<file path="src/logic/ebt_regs.vh">
`ifndef EBT_REGS_VH
`define EBT_REGS_VH
// register word offsets (wishbone word addresses)
`define EBT_OFF_COUNT      4'h0
`define EBT_OFF_LIMIT      4'h1
`define EBT_OFF_CONTROL    4'h2
`define EBT_OFF_STATUS     4'h3
`define EBT_OFF_MASK       4'h4
// control field positions
`define EBT_PRE_LO         0
`define EBT_PRE_HI         1
`define EBT_RUN_BIT        2
`define EBT_POST_LO        3
`define EBT_POST_HI        6
`define EBT_CTRL_WMASK     7'h7F
// reset values
`define EBT_COUNT_RST      8'h00
`define EBT_LIMIT_RST      8'hFF
`define EBT_CONTROL_RST    7'h00
// prescaler codes and terminal counts
`define EBT_PRE_DIV1       2'b00
`define EBT_PRE_DIV4       2'b01
`define EBT_PRE_TC4        4'h3
`define EBT_PRE_TC16       4'hF
`endif

</file>
<file path="src/logic/ebt_prescaler.v">
`timescale 1ns/1ns
`include "ebt_regs.vh"
module ebt_prescaler (
  input  wire       clk_sys_i,
  input  wire       reset_n_i,
  input  wire       clear_i,
  input  wire       run_i,
  input  wire [1:0] select_i,
  output wire       tick_o
);
  reg  [3:0] div_r;
  reg  [3:0] div_nxt;
  wire [3:0] term;

  // codes 10 and 11 both give divide by sixteen
  assign term   = (select_i == `EBT_PRE_DIV1) ? 4'h0 :
                  (select_i == `EBT_PRE_DIV4) ? `EBT_PRE_TC4 : `EBT_PRE_TC16;
  assign tick_o = run_i && (div_r >= term);

  always @* begin
    div_nxt = div_r;
    if (clear_i) begin
      div_nxt = 4'h0;
    end else if (run_i) begin
      div_nxt = tick_o ? 4'h0 : div_r + 4'h1;
    end
  end

  always @(posedge clk_sys_i or negedge reset_n_i) begin
    if (!reset_n_i) begin
      div_r <= 4'h0;
    end else begin
      div_r <= div_nxt;
    end
  end
endmodule // ebt_prescaler

</file>
<file path="src/logic/ebt_postscaler.v">
`timescale 1ns/1ns
`include "ebt_regs.vh"
module ebt_postscaler (
  input  wire       clk_sys_i,
  input  wire       reset_n_i,
  input  wire       clear_i,
  input  wire       match_i,
  input  wire [3:0] select_i,
  output wire       event_o
);
  reg  [3:0] cnt_r;
  reg  [3:0] cnt_nxt;

  assign event_o = match_i && !clear_i && (cnt_r >= select_i);

  always @* begin
    cnt_nxt = cnt_r;
    if (clear_i) begin
      cnt_nxt = 4'h0;
    end else if (match_i) begin
      cnt_nxt = event_o ? 4'h0 : cnt_r + 4'h1;
    end
  end

  always @(posedge clk_sys_i or negedge reset_n_i) begin
    if (!reset_n_i) begin
      cnt_r <= 4'h0;
    end else begin
      cnt_r <= cnt_nxt;
    end
  end
endmodule // ebt_postscaler

</file>
<file path="src/logic/ebt_timer.v">
`timescale 1ns/1ns
`include "ebt_regs.vh"
// Behaviour
// - period_count is an eight-bit up counter holding the timer value.
// - period_limit is an eight-bit value compared with period_count on every count.
// - software can read and write period_count, period_limit and timer_control.
// - pre_divide_select (bits 1-0) divides the clock by one, four or sixteen.
// - post_divide_select (bits 6-3) divides match events by its value plus one.
// - an interrupt request comes from the postscaled match (status bit 0) or the raw match (status bit 1), as enabled by the mask.
// - timer_run (bit 2) enables counting; cleared, the timer stops.
// - a write to period_count clears both the prescaler and the postscaler.
// - a write to timer_control clears both the prescaler and the postscaler.
// - any device reset clears the prescaler and postscaler counters.
// - a write to timer_control leaves period_count unchanged.
// - the match output is offered as a time base for the pwm channels.
module ebt_timer (
  input  wire        clk_sys_i,
  input  wire        reset_n_i,
  input  wire        wb_cyc_i,
  input  wire        wb_stb_i,
  input  wire        wb_we_i,
  input  wire [3:0]  wb_adr_i,
  input  wire [3:0]  wb_sel_i,
  input  wire [31:0] wb_dat_i,
  output reg  [31:0] wb_dat_o,
  output reg         wb_ack_o,
  output reg         wb_err_o,
  output wire        irq_o,
  output reg         time_base_o
);
  reg  [7:0]  count_r;
  reg  [7:0]  count_nxt;
  reg  [7:0]  limit_r;
  reg  [6:0]  control_r;
  reg  [1:0]  status_r;
  reg  [1:0]  status_nxt;
  reg  [1:0]  mask_r;
  reg  [31:0] rdata;
  reg         mapped;

  wire        req;
  wire        wr;
  wire        wr_count;
  wire        wr_control;
  wire        tick;
  wire        match;
  wire        post_event;
  wire        div_clear;

  // one access per request; ack in the cycle after stb, then dropped
  assign req        = wb_cyc_i && wb_stb_i && !wb_ack_o && !wb_err_o;
  assign wr         = req && wb_we_i && wb_sel_i[0];
  assign wr_count   = wr && (wb_adr_i == `EBT_OFF_COUNT);
  assign wr_control = wr && (wb_adr_i == `EBT_OFF_CONTROL);
  assign div_clear  = wr_count || wr_control;

  ebt_prescaler u_pre (
    .clk_sys_i (clk_sys_i),
    .reset_n_i (reset_n_i),
    .clear_i   (div_clear),
    .run_i     (control_r[`EBT_RUN_BIT]),
    .select_i  (control_r[`EBT_PRE_HI:`EBT_PRE_LO]),
    .tick_o    (tick)
  );

  assign match = tick && (count_r == limit_r);

  ebt_postscaler u_post (
    .clk_sys_i (clk_sys_i),
    .reset_n_i (reset_n_i),
    .clear_i   (div_clear),
    .match_i   (match),
    .select_i  (control_r[`EBT_POST_HI:`EBT_POST_LO]),
    .event_o   (post_event)
  );

  // count: software write wins over counting in the same cycle
  always @* begin
    count_nxt = count_r;
    if (wr_count) begin
      count_nxt = wb_dat_i[7:0];
    end else if (match) begin
      count_nxt = 8'h00;
    end else if (tick) begin
      count_nxt = count_r + 8'h01;
    end
  end

  // bit 0 postscaled interrupt, bit 1 raw match; set beats write-one-clear
  always @* begin
    status_nxt = status_r;
    if (req && wb_we_i && wb_sel_i[0] && (wb_adr_i == `EBT_OFF_STATUS)) begin
      status_nxt = status_r & ~wb_dat_i[1:0];
    end
    if (post_event) begin
      status_nxt[0] = 1'b1;
    end
    if (match) begin
      status_nxt[1] = 1'b1;
    end
  end

  always @(posedge clk_sys_i or negedge reset_n_i) begin
    if (!reset_n_i) begin
      count_r     <= `EBT_COUNT_RST;
      limit_r     <= `EBT_LIMIT_RST;
      control_r   <= `EBT_CONTROL_RST;
      status_r    <= 2'b00;
      mask_r      <= 2'b00;
      time_base_o <= 1'b0;
    end else begin
      count_r     <= count_nxt;
      status_r    <= status_nxt;
      time_base_o <= match;
      if (wr && (wb_adr_i == `EBT_OFF_LIMIT)) begin
        limit_r <= wb_dat_i[7:0];
      end
      if (wr_control) begin
        control_r <= wb_dat_i[6:0] & `EBT_CTRL_WMASK;
      end
      if (wr && (wb_adr_i == `EBT_OFF_MASK)) begin
        mask_r <= wb_dat_i[1:0];
      end
    end
  end

  assign irq_o = |(status_r & mask_r);

  always @* begin
    rdata  = 32'h0000_0000;
    mapped = 1'b1;
    case (wb_adr_i)
      `EBT_OFF_COUNT:   rdata[7:0] = count_r;
      `EBT_OFF_LIMIT:   rdata[7:0] = limit_r;
      `EBT_OFF_CONTROL: rdata[6:0] = control_r;
      `EBT_OFF_STATUS:  rdata[1:0] = status_r;
      `EBT_OFF_MASK:    rdata[1:0] = mask_r;
      default:          mapped     = 1'b0;
    endcase
  end

  // unmapped addresses answer with err instead of ack
  always @(posedge clk_sys_i or negedge reset_n_i) begin
    if (!reset_n_i) begin
      wb_ack_o <= 1'b0;
      wb_err_o <= 1'b0;
      wb_dat_o <= 32'h0000_0000;
    end else begin
      wb_ack_o <= req && mapped;
      wb_err_o <= req && !mapped;
      wb_dat_o <= (req && !wb_we_i) ? rdata : 32'h0000_0000;
    end
  end
endmodule // ebt_timer

</file>
<file path="config.mk">
export PLATFORM = sky130hd
export DESIGN_NAME = ebt_timer
export DESIGN_NICKNAME = d
export VERILOG_FILES = /design/src/logic/ebt_prescaler.v /design/src/logic/ebt_postscaler.v /design/src/logic/ebt_timer.v
export VERILOG_INCLUDE_DIRS = /design/src /design/src/logic
export SDC_FILE = /design/constraint.sdc
export NUM_CORES = 1
export LEC_CHECK = 0
export BUFFER_PORTS_ARGS = -buffer_cell sky130_fd_sc_hd__buf_2
export CAP_MARGIN = 25
export CORE_MARGIN = 2
export CORE_UTILIZATION = 52
export DETAILED_ROUTE_END_ITERATION = 8
export PLACE_DENSITY = 0.9
export SETUP_SLACK_MARGIN = 0.1
export SLEW_MARGIN = 25
export SYNTH_ARGS = -nofsm -noshare
export SYNTH_HDL_FRONTEND = slang
export SYNTH_SLANG_ARGS = --single-unit
</file>
<file path="constraint.sdc">
create_clock -name clk_sys_i -period 2.5 [get_ports clk_sys_i]
set_input_delay 0.125 -clock clk_sys_i [delete_from_list [all_inputs] [get_ports clk_sys_i]]
set_output_delay 0.125 -clock clk_sys_i [all_outputs]
set_load 0.1 [all_outputs]
</file>
Word level (Yosys, flattened, before mapping):

Index checks and enable logic that the tools add are counted.

* register bits: 46
* input bits: 45
* output and inout bits: 36
* logic and storage cells: 77

* add/subtract/negate cells: 3
* order comparisons: 2
* eq/ne operators: 6
* muxes and demuxes: 19
* bitwise operators: 3
* reductions and logical operators: 32

Operators by type and width (count)
* two-way mux 4 bit: 8
* two-way mux 8 bit: 4
* logical AND 1 bit: 17
* one-hot mux 5 bit (3 select lines): 1
* one-hot mux 2 bit (5 select lines): 1
* adder 4 x 1 -> 4 bit (second input constant): 2
* adder 8 x 1 -> 8 bit (second input constant): 1
* equality test 4 x 2 -> 1 bit (second input constant): 2
* equality test 8 bit: 1
* greater-or-equal comparator 4 bit: 2
* nonzero test 2 bit: 4
* logical NOT 1 bit: 5
* OR reduction 5 bit: 1
* AND 2 bit: 2
* equality test 4 x 1 -> 1 bit (second input constant): 1
* equality test 4 x 3 -> 1 bit (second input constant): 1
* logical NOT 4 bit: 1
* two-way mux 1 bit: 3
* nonzero test 3 bit: 1
* equality test 2 x 1 -> 1 bit (second input constant): 1
* logical NOT 2 bit: 1
* two-way mux 2 bit: 1
* NOT 2 bit: 1
* one-hot mux 1 bit (2 select lines): 1
* other kinds (2): 2

Longest topological paths before layout:

Gate-level depths: netlist (run 1).

* depth after elaboration: 13
* mapped depth: 9
* mapped depth without buffers: 7

By module:

A second synthesis (run 1) with hierarchy kept.

* cell total of the unflattened synthesis: 286
* area total of the unflattened synthesis: 2884.0 um^2

Modules (own cells, without submodules)
* ebt_timer: times used 1, cells each 215, area an instance 2194.6 um^2, sequential area each 960.9 um^2
* ebt_prescaler: times used 1, cells each 36, area an instance 346.6 um^2, sequential area each 100.1 um^2
* ebt_postscaler: times used 1, cells each 35, area an instance 342.8 um^2, sequential area each 100.1 um^2

Worst setup path after synthesis (run 1):

OpenSTA, ideal clock, no wires.

* path kind: register to register
* start point: reg wb_ack_o
* end point: reg control_r[2]
* setup time: 125 ps
* arrival: 2168 ps
* required time: 2375 ps
* slack: 207 ps
* stages on the path, launching flop included: 6
* buffers on the path: 1
* clock period less this slack: 2293 ps
* cell sequence: dfrtp_1 nand4bb_4 nor4_4 and2_1 buf_2 mux2_2

* cells in the longest elaborated chain, start to end: 6

Ends and longest elaborated chain
* start, declared: line ebt_timer.v:26 `output reg wb_ack_o,`
* start signal, assigned: line ebt_timer.v:149 `wb_ack_o <= req && mapped;`
* logical NOT 1 bit: line ebt_timer.v:51 `assign req = wb_cyc_i && wb_stb_i && !wb_ack_o && !wb_err_o;`
* logical AND 1 bit (2 in series): line ebt_timer.v:51
* logical AND 1 bit (2 in series): line ebt_timer.v:52 `assign wr = req && wb_we_i && wb_sel_i[0];`
* logical AND 1 bit: line ebt_timer.v:54 `` assign wr_control = wr && (wb_adr_i == `EBT_OFF_CONTROL); ``
* end signal, assigned: line ebt_timer.v:107 `` control_r <= `EBT_CONTROL_RST; ``
* end signal, assigned: line ebt_timer.v:119 `` control_r <= wb_dat_i[6:0] & `EBT_CTRL_WMASK; ``
* end, declared: line ebt_timer.v:34 `reg [6:0] control_r;`

No other way between the ends.
A chain may end at the register's enable or synchronous reset.

Worst setup path after layout (run 1):

* start point: reg control_r[1]
* end point: reg count_r[3]

* cells in the longest elaborated chain, start to end: 8
* elaborated cells on any way between the ends: 10
* those cells by class: order compare (1); eq/ne (1); mux (4); reduce/logical (4)

Ends and longest elaborated chain
* equality test 2 x 1 -> 1 bit (no line)
* two-way mux 4 bit (no line)
* two-way mux 4 bit (no line) (*)
* greater-or-equal comparator 4 bit (*): line ebt_prescaler.v:18 `assign tick_o = run_i && (div_r >= term);`
* logical AND 1 bit (*): line ebt_prescaler.v:18
* logical AND 1 bit: line ebt_timer.v:66 `assign match = tick && (count_r == limit_r);`
* two-way mux 8 bit: line ebt_timer.v:82 `end else if (match) begin`
* two-way mux 8 bit: line ebt_timer.v:80 `if (wr_count) begin`
* end signal, assigned: line ebt_timer.v:105 `` count_r <= `EBT_COUNT_RST; ``
* end signal, assigned: line ebt_timer.v:112 `count_r <= count_nxt;`
* end, declared: line ebt_timer.v:31 `reg [7:0] count_r;`

Mark *: on every way between the ends. The rest lies on a longest branch, timed or not.

==> metrics.txt, run 1 <==
total number of vias approximately 2200; run status finished clean; synthesized area per cell 9.653 um2; worst rel slew slack 0.4942; post-synthesis mux area share 0.08146; total cell area at the placement stage between 0.002 and 0.003 mm2; register clock-pin slew on the reported worst setup and hold paths around 0.08 ns; Final Critical Period roughly 2.3 ns; GP Congestion around 0.83; worst-margin pin slew 0.7559 ns; total grt overflow 0; Fin. Hold Viols 0; first-pass GRT wire length around 9500 um; share of the synthesized area in compound gates (AO/OA/AOI/OAI) 0.1229; most area-consuming cells after synthesis dfrtp_1 34%, dfstp_2 7.6%, buf_4 6.8%; startpoint type of the worst setup path flop; fraction of the cycle the final worst path needs 0.9194; leading register cell type out of synthesis dfrtp_1; post-synthesis share of cell area spent on xor and xnor gates 0.03150; type of destination of the critical path flop; TNS Setup 0 ns; detailed-placement wirelength estimate 4160 um; Seq cells post-synth 46; cells along the critical path or2_4 > ha_1 > nand2b_4 > a2111oi_4 > or2_4 > buf_6 > or4_1 > a31oi_1; setup repair after global routing missed its margin false; TritonCTS clock tree done; # Max-Cap Violations 0; clock buffer count from CTS 5; full die area between 0.005 and 0.006 mm2; Top cell by count, worst path or2_4; maximum resistive drop on vdd 0.0003088 V; share of total power in combinational logic 0.357; maximum level of the CTS H-tree 2; Sw Share 0.3875; number of nets with antenna violations after detailed routing 0; antenna violations before repair 0; Largest stage delay, worst path 0.49 ns; finished layout cell area 0.003083 mm2; maximum number of pins on one net before global-route repair 47; family with the most delay on the worst path simple AND/OR/NAND/NOR gates; insertion delay of the later-clocked pin in the worst-skew pair 0.31 ns; power share of the sequential group 0.422; die extent in y between 70 and 80 um; main combinational cell family by area after synthesis simple AND/OR/NAND/NOR gates; Worst Clk Skew approximately 0.0044 ns; Critical Path Fanout Max 6; post-synth top area share 0.3420; number of standard cells after synthesis between 200 and 300; area growth from synthesis to layout 10.89%; iteration count of the initial detailed-routing pass 4; total clock sinks 46; post-layout power 2.397 mW; Yosys cell types 48; Synth Area in Simple Gates 0.1940; switching power of the nets approximately 0.93 mW; adder-cell share of the synthesized area 0.04950; achievable clock frequency about 440 MHz; crit path DAT approximately 2.5 ns; boundary pin count roughly 80; wire length after detailed routing about 6000 um; standard-cell rows 26; proportion of synthesized flip-flops having asynchronous set or reset 1.000; count of buffering cells on the critical path with inverters included 1; core area about 0.0051 mm2; Avg Vias per Cell 5.600; layout cell share with drive strength beyond 1 0.2469; class of the tightest hold or removal check primary input to flop; count of input and output buffers 29; clock share of power 0.221; P_leak ~1.4 nW; DR iter-0 viols around 270; count of flip-flops with a built-in enable after synthesis 0; Horiz. Die Dim a little under 80 um; number of diodes 0; sequential-to-total area share from yosys stat 0.4176; GRT Resource Usage Total 0.2025; Clock Root Buffer clkbuf_8; count of synthesis-stage warnings from yosys 0; setup violation total in the final timing report 0; max-slew violation count 0; Final #Nets approximately 380; Worst path slowest cell or4_1; Routed wire per std cell around 15 um; area of the mapped netlist ~0.0028 mm2; starting density of the core 0.5409; required arrival time at the worst endpoint between 2 and 3 ns; number of global-route vias before repair a little over 2000; power per cell area about 780 mW/mm2; Yosys top cell by area dfrtp_1; Internal Power 1.468 mW; DRC violations left 0; category of the most critical setup path flop to flop; clk buf depth 2; final worst hold slack about 0.066 ns
kinds of logic after synthesis:
family	Yosys count
other	1
XOR/XNOR	10
buffers and inverters	48
multiplexers	21
adder cells (fa/ha/maj)	11
flip-flops	46
AND/OR/NAND/NOR	94
AO/OA/AOI/OAI	57
tightest hold or removal path, cell delays in order:
cell,delay (ns)
buf_2,0.10
nand2_1,0.05
o21ai_0,0.06
routing by layer:
metal	global-route usage	up-vias	wire (um)
met5	0	-	0
met4	0.07679	0	123
met3	0.04588	14	443
met2	0.3504	93	3075
met1	0.2447	1043	2315
li1	-	1034	-
power groups by stage:
| stage | clock, mW | sequential, mW | combinational, mW |
|---|---|---|---|
| 6_report | 0.530 | 1.01 | 0.856 |
| 2_1_floorplan | 0 | 0.999 | 0.667 |
| 4_1_cts | 0.534 | 1.01 | 0.842 |
| 3_5_place_dp | 0 | 1.02 | 0.791 |
| 5_1_grt | 0.568 | 1.03 | 0.931 |
| 3_3_place_gp | 0 | 1.01 | 0.756 |
repair_timing:
item,4_1_cts,5_1_grt
hold buffers,0,1
gates cloned,0,1
hold endpoints to repair,0,38
gates resized for setup,3,3
pin swaps,1,2
endpoints found under the setup margin,2,8
buffers inserted,0,2
Yosys cell counts (2+ instances only):
cell type / n
nand3b_1: 2
nor2_1: 24
and2_1: 4
a31oi_1: 11
o22ai_1: 2
nand2_1: 13
a22oi_1: 2
xor2_1: 10
ha_1: 11
nand4_1: 7
dfrtp_1: 38
mux2_2: 13
o21ai_0: 14
nor4_2: 2
nand4b_1: 3
or4_1: 2
buf_2: 7
nand3_1: 6
nand2b_1: 4
clkbuf_1: 5
or3_1: 2
dfstp_2: 8
mux2i_1: 8
nor3_1: 10
nor2b_1: 6
a21oi_1: 17
o21ai_1: 2
buf_4: 25
inv_1: 10
nor2_2: 2
flip-flops by register name (all words and copies together) (netlist names):
signal        count
wb_ack_o          1
mask_r            2
wb_err_o          1
time_base_o       1
limit_r           8
u_pre.div_r       4
wb_dat_o          8
control_r         7
status_r          2
count_r           8
u_post.cnt_r      4
final cells by class:
| cell class | count | area [um2] |
|---|---|---|
| Fill cell | 421 | 2057 |
| Multi-Input combinational cell | 217 | 1448 |
| Sequential cell | 46 | 1161 |
| Timing Repair Buffer | 39 | 239.0 |
| Clock buffer | 8 | 110.1 |
| Tap cell | 70 | 87.58 |
| Inverter | 10 | 37.54 |
worst paths after layout:
kind | end | cells past startpoint | slack (ns) | start
max in group asynchronous | control_r[3] | 2 | 1.73 | reset_n_i
worst min-delay path | control_r[5] | 3 | 0.07 | wb_dat_i[5]
min in group asynchronous | wb_dat_o[7] | 2 | 0.37 | reset_n_i
worst max-delay path | count_r[3] | 8 | 0.20 | control_r[1]
worst max register to register | count_r[3] | 8 | 0.20 | control_r[1]
worst min register to register | wb_dat_o[5] | 2 | 0.51 | control_r[5]
cell usage in the layout, fill, tap and decap left out, types with 4 or more instances in the layout:
master,synthesis,final
buf_4,25,7
nand3_1,6,6
ha_1,11,11
a21oi_1,17,17
mux2_2,13,13
clkbuf_8,0,8
nor3_1,10,10
a31oi_1,11,11
nand4_1,7,7
xor2_1,10,10
dfrtp_1,38,38
o21ai_0,14,14
inv_1,10,10
nand2_1,13,13
and2_1,4,4
conb_1,1,24
nor2_1,24,24
mux2i_1,8,8
dfstp_2,8,8
buf_2,7,29
nor2b_1,6,6
stage by stage:
step	util	std cells	setup WS [ns]
detailed placement	0.5640	378	0.1195
finish	0.5998	390	0.2014
CTS	0.5901	386	0.1045
floorplan	-	311	0.2070
global route	0.5998	390	0.1104
global placement	0.5640	378	0.1714
Note: power is estimated with default switching activity, not from simulation.
==> run 2: changes to the inputs <==
Settings changed: CORE_UTILIZATION 52 to 50, CTS_CLUSTER_SIZE from default to 24, HOLD_SLACK_MARGIN from default to 0.12, PLACE_DENSITY 0.9 to 0.87.
==> run 2 against run 1 <==
Effect of this change: critical path depth unchanged; non-clock buffer count grew 6; flip-flop and latch count unchanged; final cell count up 2.1%; largest cell class unchanged; register-to-register slack gained 0.02 ns.
==> metrics.txt, run 2 (synthesized netlist as in run 1, its figures left out) <==
setup violation total in the final timing report 0; first-pass GRT wire length 9342 um; boundary pin count between 80 and 90; worst rel slew slack 0.4982; P_leak between 1 and 1.5 nW; Worst Clk Skew approximately 0.0044 ns; run status finished clean; insertion delay of the later-clocked pin in the worst-skew pair about 0.30 ns; core area about 0.0054 mm2; R2R setup slack about 0.22 ns; required arrival time at the worst endpoint approximately 2.7 ns; detailed-placement wirelength estimate 4164 um; GP Congestion around 0.80; total cell area at the placement stage just under 0.003 mm2; clk buf depth 2; DR iter-0 viols between 150 and 200; count of buffering cells on the critical path with inverters included 1; family with the most delay on the worst path simple AND/OR/NAND/NOR gates; most common cell after layout, fill and taps aside dfrtp_1; total grt overflow 0; layout cell share with drive strength beyond 1 0.2362; sequential standard cell area between 0.001 and 0.0015 mm2; Final Critical Period about 2.3 ns; R2R Path End count_r[3]; Avg Vias per Cell roughly 5.5; last element of the critical path count_r[3]; register clock-pin slew on the reported worst setup and hold paths roughly 0.08 ns; startpoint type of the worst setup path flop; area of combinational cells with multiple inputs about 0.0014 mm2; GR Util met3 0.03448; wire length after detailed routing roughly 5800 um; post-layout worst setup margin approximately 0.22 ns; DRC violations left 0; achievable clock frequency between 400 and 500 MHz; antenna violations before repair 0; post-layout power 2.380 mW; Critical Path Fanout Max 10; TNS Setup 0 ns; number of nets with antenna violations after detailed routing 0; TritonCTS clock tree done; maximum number of pins on one net before global-route repair 47; setup repair after global routing missed its margin false; # Max-Cap Violations 0; standard-cell rows 27; number of global-route vias before repair between 2000 and 2500; Clock Root Buffer clkbuf_8; total clock sinks 46; met2 usage in global routing 0.3342; cells along the critical path or2_4 > ha_1 > nand2b_4 > a2111oi_4 > or2_1 > buf_6 > or4_1 > a31oi_1; type of destination of the critical path flop; crit path DAT 2.50 ns; worst setup timing slack at the placement stage around 0.13 ns; total number of vias around 2200; commonest cells after routing, fill and taps aside 38 x dfrtp_1, 28 x buf_2, 24 x nor2_1, 24 x conb_1, 17 x a21oi_1; Final #Nets roughly 380; met1 track demand over resource 0.2323; layer with the highest usage met2; fin util 0.5765; maximum level of the CTS H-tree 2; maximum resistive drop on vdd roughly 0.00035 V; starting density of the core 0.5112; Worst path slowest cell or4_1; die extent in y 78.57 um; fraction of the cycle the final worst path needs 0.9120; count of input and output buffers 29; max-slew violation count 0; number of diodes 0; finished layout cell area around 0.0031 mm2; Fin. Hold Viols 0; clock buffer count from CTS 5; GRT Resource Usage Total 0.1936; category of the most critical setup path flop to flop; beginning of the critical path control_r[1]; origin of the critical flop-to-flop path control_r[1]; final-layout fill cell count 460; full die area 0.006172 mm2; Horiz. Die Dim between 70 and 80 um; area growth from synthesis to layout 12.78%; path length in cells of the critical path 8; depth of the worst register-to-register path 8; biggest regs count_r: 8 flops, limit_r: 8 flops, wb_dat_o: 8 flops; power per cell area between 700 and 800 mW/mm2; Routed wire per std cell about 15 um; Largest stage delay, worst path between 0.5 and 0.6 ns; worst-margin pin slew roughly 0.75 ns; class of the tightest hold or removal check primary input to flop; iteration count of the initial detailed-routing pass 5
==> run 2: changes by cell type in the layout (fill, tap and decap cells not counted), sizes merged <==
cell	delta
buf	-1
dlygate4sd3	+7
==> run 2: area by class of cell <==
class                      instances  area share
inverter                          10     0.01197
multi-input combinational        217      0.4609
timing repair buffer              45     0.09298
clock buffer                       8     0.03512
sequential                        46      0.3703
tap                               72     0.02873
==> run 2: power by group <==
part           internal (mW)  leakage, nW  switching, mW
combinational          0.323        0.869          0.536
sequential             0.868        0.534          0.140
clock                  0.279       0.0575          0.234
total                   1.47         1.46          0.910
==> run 2: how the worst min path moves through the flow <==
stage / depth (start not counted) / startpoint / to
after global routing: 3 / wb_dat_i[0] / count_r[0]
after global placement: 1 / reset_n_i / wb_err_o
final: 3 / wb_dat_i[0] / count_r[0]
after floorplan: 0 / reset_n_i / control_r[0]
after CTS: 3 / wb_dat_i[0] / count_r[0]
after detailed placement: 1 / reset_n_i / wb_err_o
==> run 2: layer usage <==
metal	wire length, um	part of all wire
met1	2415	0.42
met2	2941	0.51
met3	306	0.053
met4	112	0.019
met5	0	0
==> run 2: what timing repair did <==
| action | 4_1_cts | 5_1_grt |
|---|---|---|
| buffers inserted | 1 | 1 |
| endpoints found under the setup margin | 1 | 15 |
| pin swaps | 0 | 2 |
| endpoints found under the hold margin | 53 | 0 |
| gates resized for setup | 0 | 5 |
| hold buffers | 8 | 0 |
==> run 2: stage by stage <==
step / std cells / hold slack [ns]
finish: 398 / 0.1472
detailed placement: 380 / 0.3394
global placement: 380 / 0.3431
floorplan: 311 / -0.1706
global route: 398 / 0.1482
CTS: 397 / 0.1333
==> run 2: tightest hold or removal path, cell delays in order <==
cell     delay (ns)
buf_2          0.14
nor2_1         0.10
a31oi_1        0.05
